==> src/design/pcs_pkg.sv <==
`default_nettype none
package pcs_pkg;
  // ==========================================
  // Register map
  localparam logic [3:0] PCS_RUN_CFG_ADDR = 4'h0;
  localparam logic [3:0] PCS_SEC_CFG_ADDR = 4'h4;
  localparam logic [3:0] PCS_STATUS_ADDR = 4'h8;
  localparam logic [3:0] PCS_VFY_CLR_ADDR = 4'hC;
  // ==========================================
  // Run-mode register fields
  localparam int PCS_SYS_DIV_LSB = 23;
  localparam int PCS_SYS_DIV_EN_BIT = 22;
  localparam int PCS_PWM_DIV_EN_BIT = 20;
  localparam int PCS_PWM_DIV_LSB = 17;
  localparam int PCS_PLL_POWER_DOWN_BIT = 13;
  localparam int PCS_GATE_BIT = 12;
  localparam int PCS_BYPASS_BIT = 11;
  localparam int PCS_VERIFY_BIT = 10;
  localparam int PCS_XTAL_LSB = 6;
  localparam int PCS_OSC_SRC_LSB = 4;
  localparam logic [31:0] PCS_RUN_WMASK = 32'h07DE3FF0;
  localparam logic [31:0] PCS_RUN_RESET = 32'h078E3AC0;
  // ==========================================
  // Secondary register fields
  localparam int PCS_OVR_BIT = 31;
  localparam int PCS_SEC_DIV_LSB = 23;
  localparam logic [31:0] PCS_SEC_WMASK = 32'h87800000;
  localparam logic [31:0] PCS_SEC_RESET = 32'h07800000;
  // ==========================================
  // Status bits
  localparam int PCS_ST_FAIL_BIT = 0;
  localparam int PCS_ST_LIVE_BIT = 1;
  localparam int PCS_ST_SEL_BIT = 2;
  // ==========================================
  // Codes
  localparam logic [2:0] PCS_PWM_DIV_MAX = 3'h5;
  localparam logic [1:0] PCS_OSC_MAIN = 2'h0;
  localparam logic [1:0] PCS_OSC_INT = 2'h1;
  localparam logic [1:0] PCS_OSC_INT4 = 2'h2;
  localparam logic [1:0] PCS_AXI_OKAY = 2'h0;
  localparam logic [1:0] PCS_AXI_SLVERR = 2'h2;
  localparam int PCS_VFY_TIMEOUT = 64;
endpackage
`default_nettype wire

==> src/design/pcs_clock_select.sv <==
// Decided for this implementation: the AXI4-Lite interface to the registers and the register addresses.
`timescale 1ns/1ps
`default_nettype none
// Function
// - PLL selection always forces system divider
// - Divider enable routes clock through divider
// - Override selects secondary divisor field
// - PWM enable selects divided PWM clock
// - PWM codes two to sixty-four, saturating
// - PWM edges align with system edges
// - Reserved bits read zero, ignore writes
// - Power-down bit drives PLL directly
// - Gate bit blocks PLL clock output
// - PLL runs only with both cleared
// - Bypass or stopped PLL picks oscillator, else divided PLL
// - Verify bit enables PLL failure timer
// - Oscillator source field picks oscillator input
module pcs_clock_select
  import pcs_pkg::*;
#(
  parameter int VFY_TIMEOUT = PCS_VFY_TIMEOUT
) (
  // Clock and reset
  input wire logic clk_sys,
  input wire logic reset_n,
  // AXI4-Lite write address
  input wire logic [3:0] s_axi_awaddr,
  input wire logic s_axi_awvalid,
  output logic s_axi_awready,
  // AXI4-Lite write data
  input wire logic [31:0] s_axi_wdata,
  input wire logic [3:0] s_axi_wstrb,
  input wire logic s_axi_wvalid,
  output logic s_axi_wready,
  // AXI4-Lite write response
  output logic [1:0] s_axi_bresp,
  output logic s_axi_bvalid,
  input wire logic s_axi_bready,
  // AXI4-Lite read address
  input wire logic [3:0] s_axi_araddr,
  input wire logic s_axi_arvalid,
  output logic s_axi_arready,
  // AXI4-Lite read data
  output logic [31:0] s_axi_rdata,
  output logic [1:0] s_axi_rresp,
  output logic s_axi_rvalid,
  input wire logic s_axi_rready,
  // PLL control
  output logic pll_power_down,
  output logic pll_output_gate,
  input wire logic pll_clk_tick,
  // Clock tree settings
  output logic [1:0] osc_source_select,
  output logic sys_use_pll,
  output logic sys_use_divider,
  output logic [3:0] sys_divisor_eff,
  output logic [3:0] xtal_value,
  output logic pwm_clk_enable,
  output logic pll_fail_irq
);
  typedef enum logic [1:0] {PCS_SEL_OSC, PCS_SEL_HOLD, PCS_SEL_PLL} pcs_sel_type;

  logic [31:0] run_cfg_reg;
  logic [31:0] sec_cfg_reg;
  logic [3:0] awaddr_reg;
  logic [31:0] wdata_reg;
  logic [3:0] wstrb_reg;
  logic aw_have_reg;
  logic w_have_reg;
  logic wr_fire;
  logic [31:0] strb_mask;
  logic [31:0] rd_value;
  logic rd_ok;
  logic pll_running;
  logic want_pll;
  logic vfy_clear;
  pcs_sel_type sel_reg;
  logic [$clog2(VFY_TIMEOUT+1)-1:0] vfy_count_reg;
  logic pll_live_reg;
  logic pwm_tick;

  // ==========================================
  // Write channel capture
  assign wr_fire = aw_have_reg && w_have_reg && !s_axi_bvalid;
  always_ff @(posedge clk_sys) begin
    if (!reset_n) begin
      aw_have_reg <= 1'b0;
      awaddr_reg <= '0;
    end else if (s_axi_awvalid && s_axi_awready) begin
      aw_have_reg <= 1'b1;
      awaddr_reg <= s_axi_awaddr;
    end else if (wr_fire) begin
      aw_have_reg <= 1'b0;
    end
  end
  always_ff @(posedge clk_sys) begin
    if (!reset_n) begin
      w_have_reg <= 1'b0;
      wdata_reg <= '0;
      wstrb_reg <= '0;
    end else if (s_axi_wvalid && s_axi_wready) begin
      w_have_reg <= 1'b1;
      wdata_reg <= s_axi_wdata;
      wstrb_reg <= s_axi_wstrb;
    end else if (wr_fire) begin
      w_have_reg <= 1'b0;
    end
  end
  always_ff @(posedge clk_sys) begin
    if (!reset_n) begin
      s_axi_awready <= 1'b0;
      s_axi_wready <= 1'b0;
    end else begin
      s_axi_awready <= !aw_have_reg && !(s_axi_awvalid && s_axi_awready) && !s_axi_bvalid;
      s_axi_wready <= !w_have_reg && !(s_axi_wvalid && s_axi_wready) && !s_axi_bvalid;
    end
  end
  always_comb begin
    strb_mask = '0;
    for (int b = 0; b < 4; b++) begin
      strb_mask[b*8 +: 8] = {8{wstrb_reg[b]}};
    end
  end

  // ==========================================
  // Write response
  always_ff @(posedge clk_sys) begin
    if (!reset_n) begin
      s_axi_bvalid <= 1'b0;
      s_axi_bresp <= PCS_AXI_OKAY;
    end else if (wr_fire) begin
      s_axi_bvalid <= 1'b1;
      s_axi_bresp <= (awaddr_reg == PCS_RUN_CFG_ADDR || awaddr_reg == PCS_SEC_CFG_ADDR ||
                      awaddr_reg == PCS_VFY_CLR_ADDR) ? PCS_AXI_OKAY : PCS_AXI_SLVERR;
    end else if (s_axi_bready) begin
      s_axi_bvalid <= 1'b0;
    end
  end

  // ==========================================
  // Configuration registers
  always_ff @(posedge clk_sys) begin
    if (!reset_n) begin
      run_cfg_reg <= PCS_RUN_RESET;
    end else if (wr_fire && awaddr_reg == PCS_RUN_CFG_ADDR) begin
      // Reserved bits never stored
      run_cfg_reg <= (run_cfg_reg & ~(strb_mask & PCS_RUN_WMASK)) |
                     (wdata_reg & strb_mask & PCS_RUN_WMASK);
    end
  end
  always_ff @(posedge clk_sys) begin
    if (!reset_n) begin
      sec_cfg_reg <= PCS_SEC_RESET;
    end else if (wr_fire && awaddr_reg == PCS_SEC_CFG_ADDR) begin
      sec_cfg_reg <= (sec_cfg_reg & ~(strb_mask & PCS_SEC_WMASK)) |
                     (wdata_reg & strb_mask & PCS_SEC_WMASK);
    end
  end
  assign vfy_clear = wr_fire && awaddr_reg == PCS_VFY_CLR_ADDR && wstrb_reg[0] &&
                     wdata_reg[PCS_ST_FAIL_BIT];

  // ==========================================
  // Read channel
  always_comb begin
    rd_ok = 1'b1;
    case (s_axi_araddr)
      PCS_RUN_CFG_ADDR: rd_value = run_cfg_reg;
      PCS_SEC_CFG_ADDR: rd_value = sec_cfg_reg;
      PCS_STATUS_ADDR: rd_value = {29'h0, sel_reg == PCS_SEL_PLL, pll_live_reg, pll_fail_irq};
      PCS_VFY_CLR_ADDR: rd_value = 32'h0;
      default: begin
        rd_value = 32'h0;
        rd_ok = 1'b0;
      end
    endcase
  end
  always_ff @(posedge clk_sys) begin
    if (!reset_n) begin
      s_axi_arready <= 1'b0;
      s_axi_rvalid <= 1'b0;
      s_axi_rdata <= '0;
      s_axi_rresp <= PCS_AXI_OKAY;
    end else if (s_axi_arvalid && s_axi_arready) begin
      s_axi_arready <= 1'b0;
      s_axi_rvalid <= 1'b1;
      s_axi_rdata <= rd_value;
      s_axi_rresp <= rd_ok ? PCS_AXI_OKAY : PCS_AXI_SLVERR;
    end else if (s_axi_rvalid) begin
      if (s_axi_rready) begin
        s_axi_rvalid <= 1'b0;
      end
    end else begin
      s_axi_arready <= 1'b1;
    end
  end

  // ==========================================
  // PLL control
  assign pll_running = !run_cfg_reg[PCS_PLL_POWER_DOWN_BIT] && !run_cfg_reg[PCS_GATE_BIT];
  always_ff @(posedge clk_sys) begin
    if (!reset_n) begin
      pll_power_down <= 1'b1;
      pll_output_gate <= 1'b1;
    end else begin
      pll_power_down <= run_cfg_reg[PCS_PLL_POWER_DOWN_BIT];
      pll_output_gate <= run_cfg_reg[PCS_GATE_BIT];
    end
  end

  // ==========================================
  // System clock source and divider
  assign want_pll = !run_cfg_reg[PCS_BYPASS_BIT] && pll_running;
  always_ff @(posedge clk_sys) begin
    if (!reset_n) begin
      sel_reg <= PCS_SEL_OSC;
    end else begin
      // Pass through a hold step so the divider is already forced on at changeover
      case (sel_reg)
        PCS_SEL_OSC: sel_reg <= want_pll ? PCS_SEL_HOLD : PCS_SEL_OSC;
        PCS_SEL_HOLD: sel_reg <= want_pll ? PCS_SEL_PLL : PCS_SEL_OSC;
        PCS_SEL_PLL: sel_reg <= want_pll ? PCS_SEL_PLL : PCS_SEL_HOLD;
        default: sel_reg <= PCS_SEL_OSC;
      endcase
    end
  end
  always_ff @(posedge clk_sys) begin
    if (!reset_n) begin
      sys_use_pll <= 1'b0;
      sys_use_divider <= 1'b0;
      sys_divisor_eff <= PCS_RUN_RESET[PCS_SYS_DIV_LSB +: 4];
      osc_source_select <= PCS_OSC_MAIN;
      xtal_value <= PCS_RUN_RESET[PCS_XTAL_LSB +: 4];
    end else begin
      sys_use_pll <= sel_reg == PCS_SEL_PLL;
      sys_use_divider <= run_cfg_reg[PCS_SYS_DIV_EN_BIT] || sel_reg != PCS_SEL_OSC;
      sys_divisor_eff <= sec_cfg_reg[PCS_OVR_BIT] ? sec_cfg_reg[PCS_SEC_DIV_LSB +: 4] :
                         run_cfg_reg[PCS_SYS_DIV_LSB +: 4];
      osc_source_select <= run_cfg_reg[PCS_OSC_SRC_LSB +: 2];
      xtal_value <= run_cfg_reg[PCS_XTAL_LSB +: 4];
    end
  end

  // ==========================================
  // PWM clock
  pcs_pow2_div #(
    .STAGES(6)
  ) u_pwm_div (
    .clk_sys(clk_sys),
    .reset_n(reset_n),
    .div_code(run_cfg_reg[PCS_PWM_DIV_LSB +: 3]),
    .div_tick(pwm_tick)
  );
  always_ff @(posedge clk_sys) begin
    if (!reset_n) begin
      pwm_clk_enable <= 1'b1;
    end else begin
      pwm_clk_enable <= run_cfg_reg[PCS_PWM_DIV_EN_BIT] ? pwm_tick : 1'b1;
    end
  end

  // ==========================================
  // PLL verification timer
  always_ff @(posedge clk_sys) begin
    if (!reset_n) begin
      vfy_count_reg <= '0;
      pll_live_reg <= 1'b0;
    end else if (!run_cfg_reg[PCS_VERIFY_BIT] || !pll_running || pll_clk_tick) begin
      vfy_count_reg <= '0;
      pll_live_reg <= pll_clk_tick;
    end else if (vfy_count_reg != ($bits(vfy_count_reg))'(VFY_TIMEOUT)) begin
      vfy_count_reg <= vfy_count_reg + 1'b1;
    end
  end
  always_ff @(posedge clk_sys) begin
    if (!reset_n) begin
      pll_fail_irq <= 1'b0;
    end else if (run_cfg_reg[PCS_VERIFY_BIT] && pll_running && !pll_clk_tick &&
                 vfy_count_reg == ($bits(vfy_count_reg))'(VFY_TIMEOUT - 1)) begin
      pll_fail_irq <= 1'b1;
    end else if (vfy_clear || !run_cfg_reg[PCS_VERIFY_BIT]) begin
      pll_fail_irq <= 1'b0;
    end
  end
endmodule
`default_nettype wire

==> src/design/pcs_pow2_div.sv <==
`timescale 1ns/1ps
`default_nettype none
module pcs_pow2_div
  import pcs_pkg::*;
#(
  parameter int STAGES = 6
) (
  // Clock and reset
  input wire logic clk_sys,
  input wire logic reset_n,
  // Ratio code
  input wire logic [2:0] div_code,
  // Divided enable
  output logic div_tick
);
  logic [STAGES-1:0] count_reg;
  logic [2:0] code;
  assign code = (div_code >= PCS_PWM_DIV_MAX) ? PCS_PWM_DIV_MAX : div_code;
  // Free counter; tick on rollover of selected power of two
  always_ff @(posedge clk_sys) begin
    if (!reset_n) begin
      count_reg <= '0;
    end else begin
      count_reg <= count_reg + 1'b1;
    end
  end
  always_ff @(posedge clk_sys) begin
    if (!reset_n) begin
      div_tick <= 1'b0;
    end else begin
      div_tick <= ((count_reg & ((STAGES'(2) << code) - 1'b1)) == '0);
    end
  end
endmodule
`default_nettype wire

==> config.mk <==
export PLATFORM = sky130hd
export DESIGN_NAME = pcs_clock_select
export DESIGN_NICKNAME = d
export VERILOG_FILES = /design/src/design/pcs_pkg.sv /design/src/design/pcs_clock_select.sv /design/src/design/pcs_pow2_div.sv
export SDC_FILE = /design/constraint.sdc
export NUM_CORES = 1
export LEC_CHECK = 0
export BUFFER_PORTS_ARGS = -buffer_cell sky130_fd_sc_hd__buf_4
export CAP_MARGIN = 10
export CORE_ASPECT_RATIO = 1.4
export CORE_MARGIN = 2
export CORE_UTILIZATION = 50
export CTS_CLUSTER_SIZE = 40
export DETAILED_ROUTE_END_ITERATION = 6
export GPL_ROUTABILITY_DRIVEN = 0
export PLACE_DENSITY = 0.75
export SLEW_MARGIN = 20
export SYNTH_ARGS = -nofsm -noshare
export SYNTH_HDL_FRONTEND = slang
export SYNTH_HIERARCHICAL = 1
export SYNTH_SLANG_ARGS = --single-unit
==> constraint.sdc <==
create_clock -name clk_sys -period 2.7 [get_ports clk_sys]
set_clock_uncertainty 0.2 [all_clocks]
set_input_delay 0.27 -clock clk_sys [delete_from_list [all_inputs] [get_ports clk_sys]]
set_output_delay 0.27 -clock clk_sys [all_outputs]
set_load 0.05 [all_outputs]
### Yosys cells after proc, flatten, opt, wreduce, memory -nomap -nowiden

Cells that the tools add are included.
W data, S select, Z words.

* register bits after elaboration: 180
* input bits: 52
* output and inout bits: 57
* logic and storage cells: 121

* add/sub/neg operators: 3
* $lt $le $gt $ge: 1
* eq/ne operators: 9
* shift-type cells: 1
* mux-type cells: 20
* bitwise gates (word level): 9
* reduce and logical (&&, ||, !) cells: 49

Operator list (count)
* $and A32 B32 Y32: 3
* $pmux W32 S3: 1
* $not A27 Y32: 1
* $not A32 Y32: 1
* $or A32 B27 Y32: 1
* $or A32 B32 Y32: 1
* $logic_and A1 B1 Y1: 19
* $eq A4 B4 Y1 const B: 3
* $mux W1: 12
* $logic_not A1 Y1: 11
* $reduce_bool A2 Y1: 5
* $eq A4 B3 Y1 const B: 2
* $logic_not A4 Y1: 2
* $mux W2: 4
* $add A7 B1 Y7 const B: 1
* $eq A7 B6 Y1 const B: 1
* $ne A7 B7 Y1 const B: 1
* $add A6 B1 Y6 const B: 1
* $and A6 B6 Y6: 1
* $logic_not A6 Y1: 1
* $logic_or A1 B1 Y1: 6
* $pmux W2 S3: 1
* $shl A2 B3 Y6 const A: 1
* $sub A6 B1 Y6 const B: 1
* other kinds (10): 11

### Depth between registers and ports, before layout

* depth after elaboration: 8
* gate-level depth with buffers: 6
* mapped depth without buffers: 6

### By module

Netlist, hierarchy kept.

By module, submodules not included
* pcs_clock_select: times used 1, cells an instance 452, area each 4151.5 um^2, seq. area each 2222.1 um^2
* pcs_pow2_div: times used 1, cells an instance 34, area each 325.3 um^2, seq. area each 140.1 um^2

### Worst setup path before layout

OpenSTA, ideal clock, no wires.

* path type: register to register
* start: reg s_axi_arready
* end: reg s_axi_rdata[18]
* setup time: 0.060 ns
* arrival: 1.634 ns
* data required time: 2.440 ns
* setup slack: 0.806 ns
* stages on the path, launching flop included: 5
* path buffers: 1
* cells stage by stage: dfxtp_1 -> nand4bb_1 -> nor4_2 -> buf_2 -> a22o_1

* longest elaborated chain between the ends: 1

RTL lines
* start: declaration: RTL line pcs_clock_select.sv:42 `output logic s_axi_arready,`
* start signal: assignment: RTL line pcs_clock_select.sv:179 `s_axi_arready <= 1'b0;`
* start signal: assignment: RTL line pcs_clock_select.sv:184 `s_axi_arready <= 1'b0;`
* start signal: assignment: RTL line pcs_clock_select.sv:193 `s_axi_arready <= 1'b1;`
* $logic_and A1 B1 Y1: RTL line pcs_clock_select.sv:183 `end else if (s_axi_arvalid && s_axi_arready) begin`
* end signal: assignment: RTL line pcs_clock_select.sv:186 `s_axi_rdata <= rd_value;`
* end: declaration: RTL line pcs_clock_select.sv:44 `output logic [31:0] s_axi_rdata,`

No other way between the ends.
A chain may end at the register's enable or synchronous reset.

==> Implementation_results.wiki <==
{| class="wikitable"
! Metric !! Value
|-
| Time the final worst path needs with I/O delays and setup || 2130 ps
|-
| Number of global-route vias before repair || 3707
|-
| Quantity of I/O buffers inserted on ports || 86
|-
| Starting utilization of the core area || 51.7%
|-
| Post-placement setup slack || 631 ps
|-
| Later-pin clock latency in the skew report || 410 ps
|-
| R2r startpoint || s_axi_bvalid
|-
| Remaining design rule violation count || 0
|-
| Critical Path, Cell by Cell || or4b_1, o21ai_0, o311ai_1
|-
| Met1 layer usage reported by global route || 26.0%
|-
| Total area of multi-input combinational cells || 1910 µm²
|-
| Clock H-tree levels || 4
|-
| Count of maximum capacitance violations || 0
|-
| Fin nets || 662
|-
| Maximum operating frequency || 0.468 GHz
|-
| Initial antenna violation count || 0
|-
| Primary FF master, synth || sky130_fd_sc_hd__dfxtp_1
|-
| Drt first-iter violations || 175
|-
| Portion of the clock cycle consumed by the worst path in the final layout || 79.1%
|-
| First-pass GRT wire length || 17.6 mm
|-
| Worst EP required || 2750 ps
|-
| Pin count of the biggest net entering global routing || 44
|-
| Setup repair after global routing missed its margin || no
|-
| WP buf/inv || 0
|-
| Dpl hpwl || 7.08 mm
|-
| Top-level port count || 109
|-
| Total setup violations reported at the end of the flow || 0
|-
| Post-CTS Resized || 0
|-
| Number of vias after detailed routing || 3846
|-
| Critical path class || reg2reg
|-
| Critical path peak fanout || 26
|-
| Most congested layer reported by global routing || met2
|-
| Number of rows in the core area || 40
|-
| Yosys warning total || 6
|-
| Setup crit start || s_axi_bvalid
|-
| Cell Pwr Density || 729 nW/µm²
|-
| Cell chosen for the clock root || sky130_fd_sc_hd__clkbuf_16
|-
| Net switching power || 0.951 mW
|-
| Critical Path Max Stage Delay || 940 ps
|-
| Share of power burned in combinational logic || 6.9%
|-
| Hold WS || 12.7 ps
|-
| Via density || 5.31
|-
| CTS max path bufs || 2
|-
| Total congestion overflow after global routing || 0
|-
| Filler Cell Count || 624
|-
| Sequential cell area || 2360 µm²
|-
| Family with the most delay on the worst path || simple AND/OR/NAND/NOR gates
|-
| Die Y-Extent || 116 µm
|-
| Average detailed-routed wire length per instance || 14.5 µm
|-
| DRT Pass-1 Iters || 4
|-
| Launch instance of the worst min-delay path || s_axi_araddr[2]
|-
| Share of total power in sequential cells || 40.8%
|-
| Final sum of negative setup slack || 0 ps
|-
| Gate Count Post-Synth || 486
|-
| Share of flip-flops with an asynchronous set or reset after synthesis || 0%
|-
| Clock-pin slew of the registers on the worst-case setup and hold paths || 50 ps
|-
| Chip Width || 84.0 µm
|-
| Area Growth Syn to Fin || 36.8%
|-
| GR Layer Usage met2 || 40.4%
|-
| Number of enable flip-flop cells after synthesis || 0
|-
| TritonCTS clock tree || yes
|-
| Sinks on Clock Net || 118
|-
| Std-Cell Core Area || 8660 µm²
|-
| Total CTS buffers || 17
|-
| Number of inserted diodes || 0
|-
| Post-DRT Antenna Nets || 0
|-
| Final count of hold timing violations || 0
|-
| Final worst-path setup slack || 565 ps
|-
| GRT Overall Usage || 22.9%
|-
| Setup crit end kind || flip-flop
|-
| Post-synthesis instance area || 4480 µm²
|-
| Slew at the pin closest to its max-slew limit || 852 ps
|-
| Net switching share of the total power || 21.3%
|-
| Post-synth cell types || 52
|-
| Leak pwr || 2.40 nW
|-
| Data arrival time of the critical path || 2190 ps
|-
| Portion of the post-synthesis area used by sequential elements || 52.8%
|-
| Met3 usage in global routing || 6.34%
|-
| Worst rel slew slack || 43.0%
|-
| Final wirelength || 10.5 mm
|-
| Category of the worst setup path launch point || flip-flop
|-
| Share of post-route cells with drive strength above 1 || 21.0%
|-
| Average footprint of a synthesized cell || 9.21 µm²
|-
| Share of total power in the clock network || 52.3%
|-
| Peak VDD IR || 0.632 mV
|-
| Status || finished, final reports clean
|-
| Slowest-stage cell, CP || sky130_fd_sc_hd__or4b_1
|-
| Fin. max-slew vios || 0
|-
| Path category of the worst min-delay check || in2reg
|-
| Area of the die || 9740 µm²
|-
| Power Internal || 3.52 mW
|-
| Number of flip-flops and latches in the synthesized netlist || 118
|}
[through the flow]
| stage | instance area, µm² | util (%) | instances | total power, mW |
|---|---|---|---|---|
| final | 6120 | 70.7 | 724 | 4.47 |
| after global placement | 5130 | 59.2 | 655 | 2.11 |
| after CTS | 6120 | 70.7 | 724 | 4.49 |
| after detailed placement | 5130 | 59.2 | 655 | 2.12 |
| after floorplan | 4510 | - | 496 | 2.04 |
| after global routing | 6120 | 70.7 | 724 | 4.62 |
[worst paths after layout]
kind,end,slack (ps),cells past startpoint
worst min register to register,pwm_clk_enable,220,1
worst min-delay path,s_axi_rdata[31],10,3
worst max register to register,flip-flop,570,3
worst max-delay path,flip-flop,570,3
[timing repair]
action                                  in CTS  in global routing
endpoints found under the hold margin       32                  0
setup buffers                                0                  0
endpoints found under the setup margin       0                  0
hold buffers                                37                  0
[per-layer routing]
metal	part of all wire [%]	wire [µm]
met1	42	4370
met3	4.1	434
met2	53	5520
met5	0	0
met4	1.8	191
[worst reg2reg max path: cells and delay by family (launching register included)]
kind	cells	cell delay, ps
and+or+nand+nor	1	940
AOI/OAI and AO/OA	2	480
DFF	1	370
[Yosys cell counts (3+ instances only)]
master	count	area [µm²]
sky130_fd_sc_hd__ha_1	4	50.1
sky130_fd_sc_hd__dfxtp_1	118	2360
sky130_fd_sc_hd__nor2b_1	3	18.8
sky130_fd_sc_hd__nor3_1	10	50.1
sky130_fd_sc_hd__buf_1	4	15.0
sky130_fd_sc_hd__xor2_1	6	52.6
sky130_fd_sc_hd__o21ai_1	20	100
sky130_fd_sc_hd__xnor2_1	3	26.3
sky130_fd_sc_hd__and2_1	5	31.3
sky130_fd_sc_hd__or3_1	4	25.0
sky130_fd_sc_hd__or4bb_1	4	45.0
sky130_fd_sc_hd__mux2i_1	8	80.1
sky130_fd_sc_hd__buf_2	7	35.0
sky130_fd_sc_hd__o21ai_0	16	80.1
sky130_fd_sc_hd__a22o_1	17	149
sky130_fd_sc_hd__buf_4	11	82.6
sky130_fd_sc_hd__clkbuf_1	14	52.6
sky130_fd_sc_hd__nand2_1	71	267
sky130_fd_sc_hd__nand2b_1	10	62.6
sky130_fd_sc_hd__nand3_1	48	240
sky130_fd_sc_hd__a21oi_1	45	225
sky130_fd_sc_hd__inv_1	9	33.8
sky130_fd_sc_hd__nor2_1	9	33.8
sky130_fd_sc_hd__nor3b_1	3	22.5
sky130_fd_sc_hd__nand4b_1	3	26.3
[power groups by stage]
stage	registers (mW)	logic, mW	clock network (mW)
after floorplan	1.87	0.167	0
after global placement	1.85	0.260	0
after detailed placement	1.86	0.264	0
after CTS	1.82	0.307	2.36
after global routing	1.83	0.333	2.46
final	1.82	0.308	2.34
[area by class of cell]
type,count,share of cell area (%)
inverters,10,0.613
flip-flops and latches,118,38.6
clock inverters,10,2.45
repair buffers,129,17.3
clock buffers,22,7.74
multi-input cells,330,31.1
well taps,105,2.15
[cells by family (layout without fill, tap and decap cells)]
| logic type | count (synthesis) | count (layout) | synth area share, % |
|---|---|---|---|
| other | 1 | 11 | 0.0838 |
| adder cells (fa/ha/maj) | 4 | 4 | 1.12 |
| AO/OA/AOI/OAI | 109 | 109 | 14.6 |
| buffers and inverters | 48 | 171 | 5.48 |
| AND/OR/NAND/NOR | 189 | 189 | 22.4 |
| XOR/XNOR | 9 | 9 | 1.76 |
| flip-flops | 118 | 118 | 52.8 |
| multiplexers | 8 | 8 | 1.79 |
[layout by cell type, fill, tap and decap left out, types with 5 or more instances in the layout]
| cell type | n |
|---|---|
| sky130_fd_sc_hd__dfxtp_1 | 118 |
| sky130_fd_sc_hd__buf_4 | 92 |
| sky130_fd_sc_hd__nand2_1 | 71 |
| sky130_fd_sc_hd__nand3_1 | 48 |
| sky130_fd_sc_hd__a21oi_1 | 45 |
| sky130_fd_sc_hd__dlygate4sd3_1 | 37 |
| sky130_fd_sc_hd__o21ai_1 | 20 |
| sky130_fd_sc_hd__a22o_1 | 17 |
| sky130_fd_sc_hd__clkbuf_16 | 17 |
| sky130_fd_sc_hd__o21ai_0 | 16 |
| sky130_fd_sc_hd__conb_1 | 11 |
| sky130_fd_sc_hd__nor3_1 | 10 |
| sky130_fd_sc_hd__nand2b_1 | 10 |
| sky130_fd_sc_hd__inv_1 | 9 |
| sky130_fd_sc_hd__nor2_1 | 9 |
| sky130_fd_sc_hd__mux2i_1 | 8 |
| sky130_fd_sc_hd__xor2_1 | 6 |
| sky130_fd_sc_hd__clkinv_2 | 6 |
| sky130_fd_sc_hd__and2_1 | 5 |
Note: power is estimated with default switching activity, not from simulation.
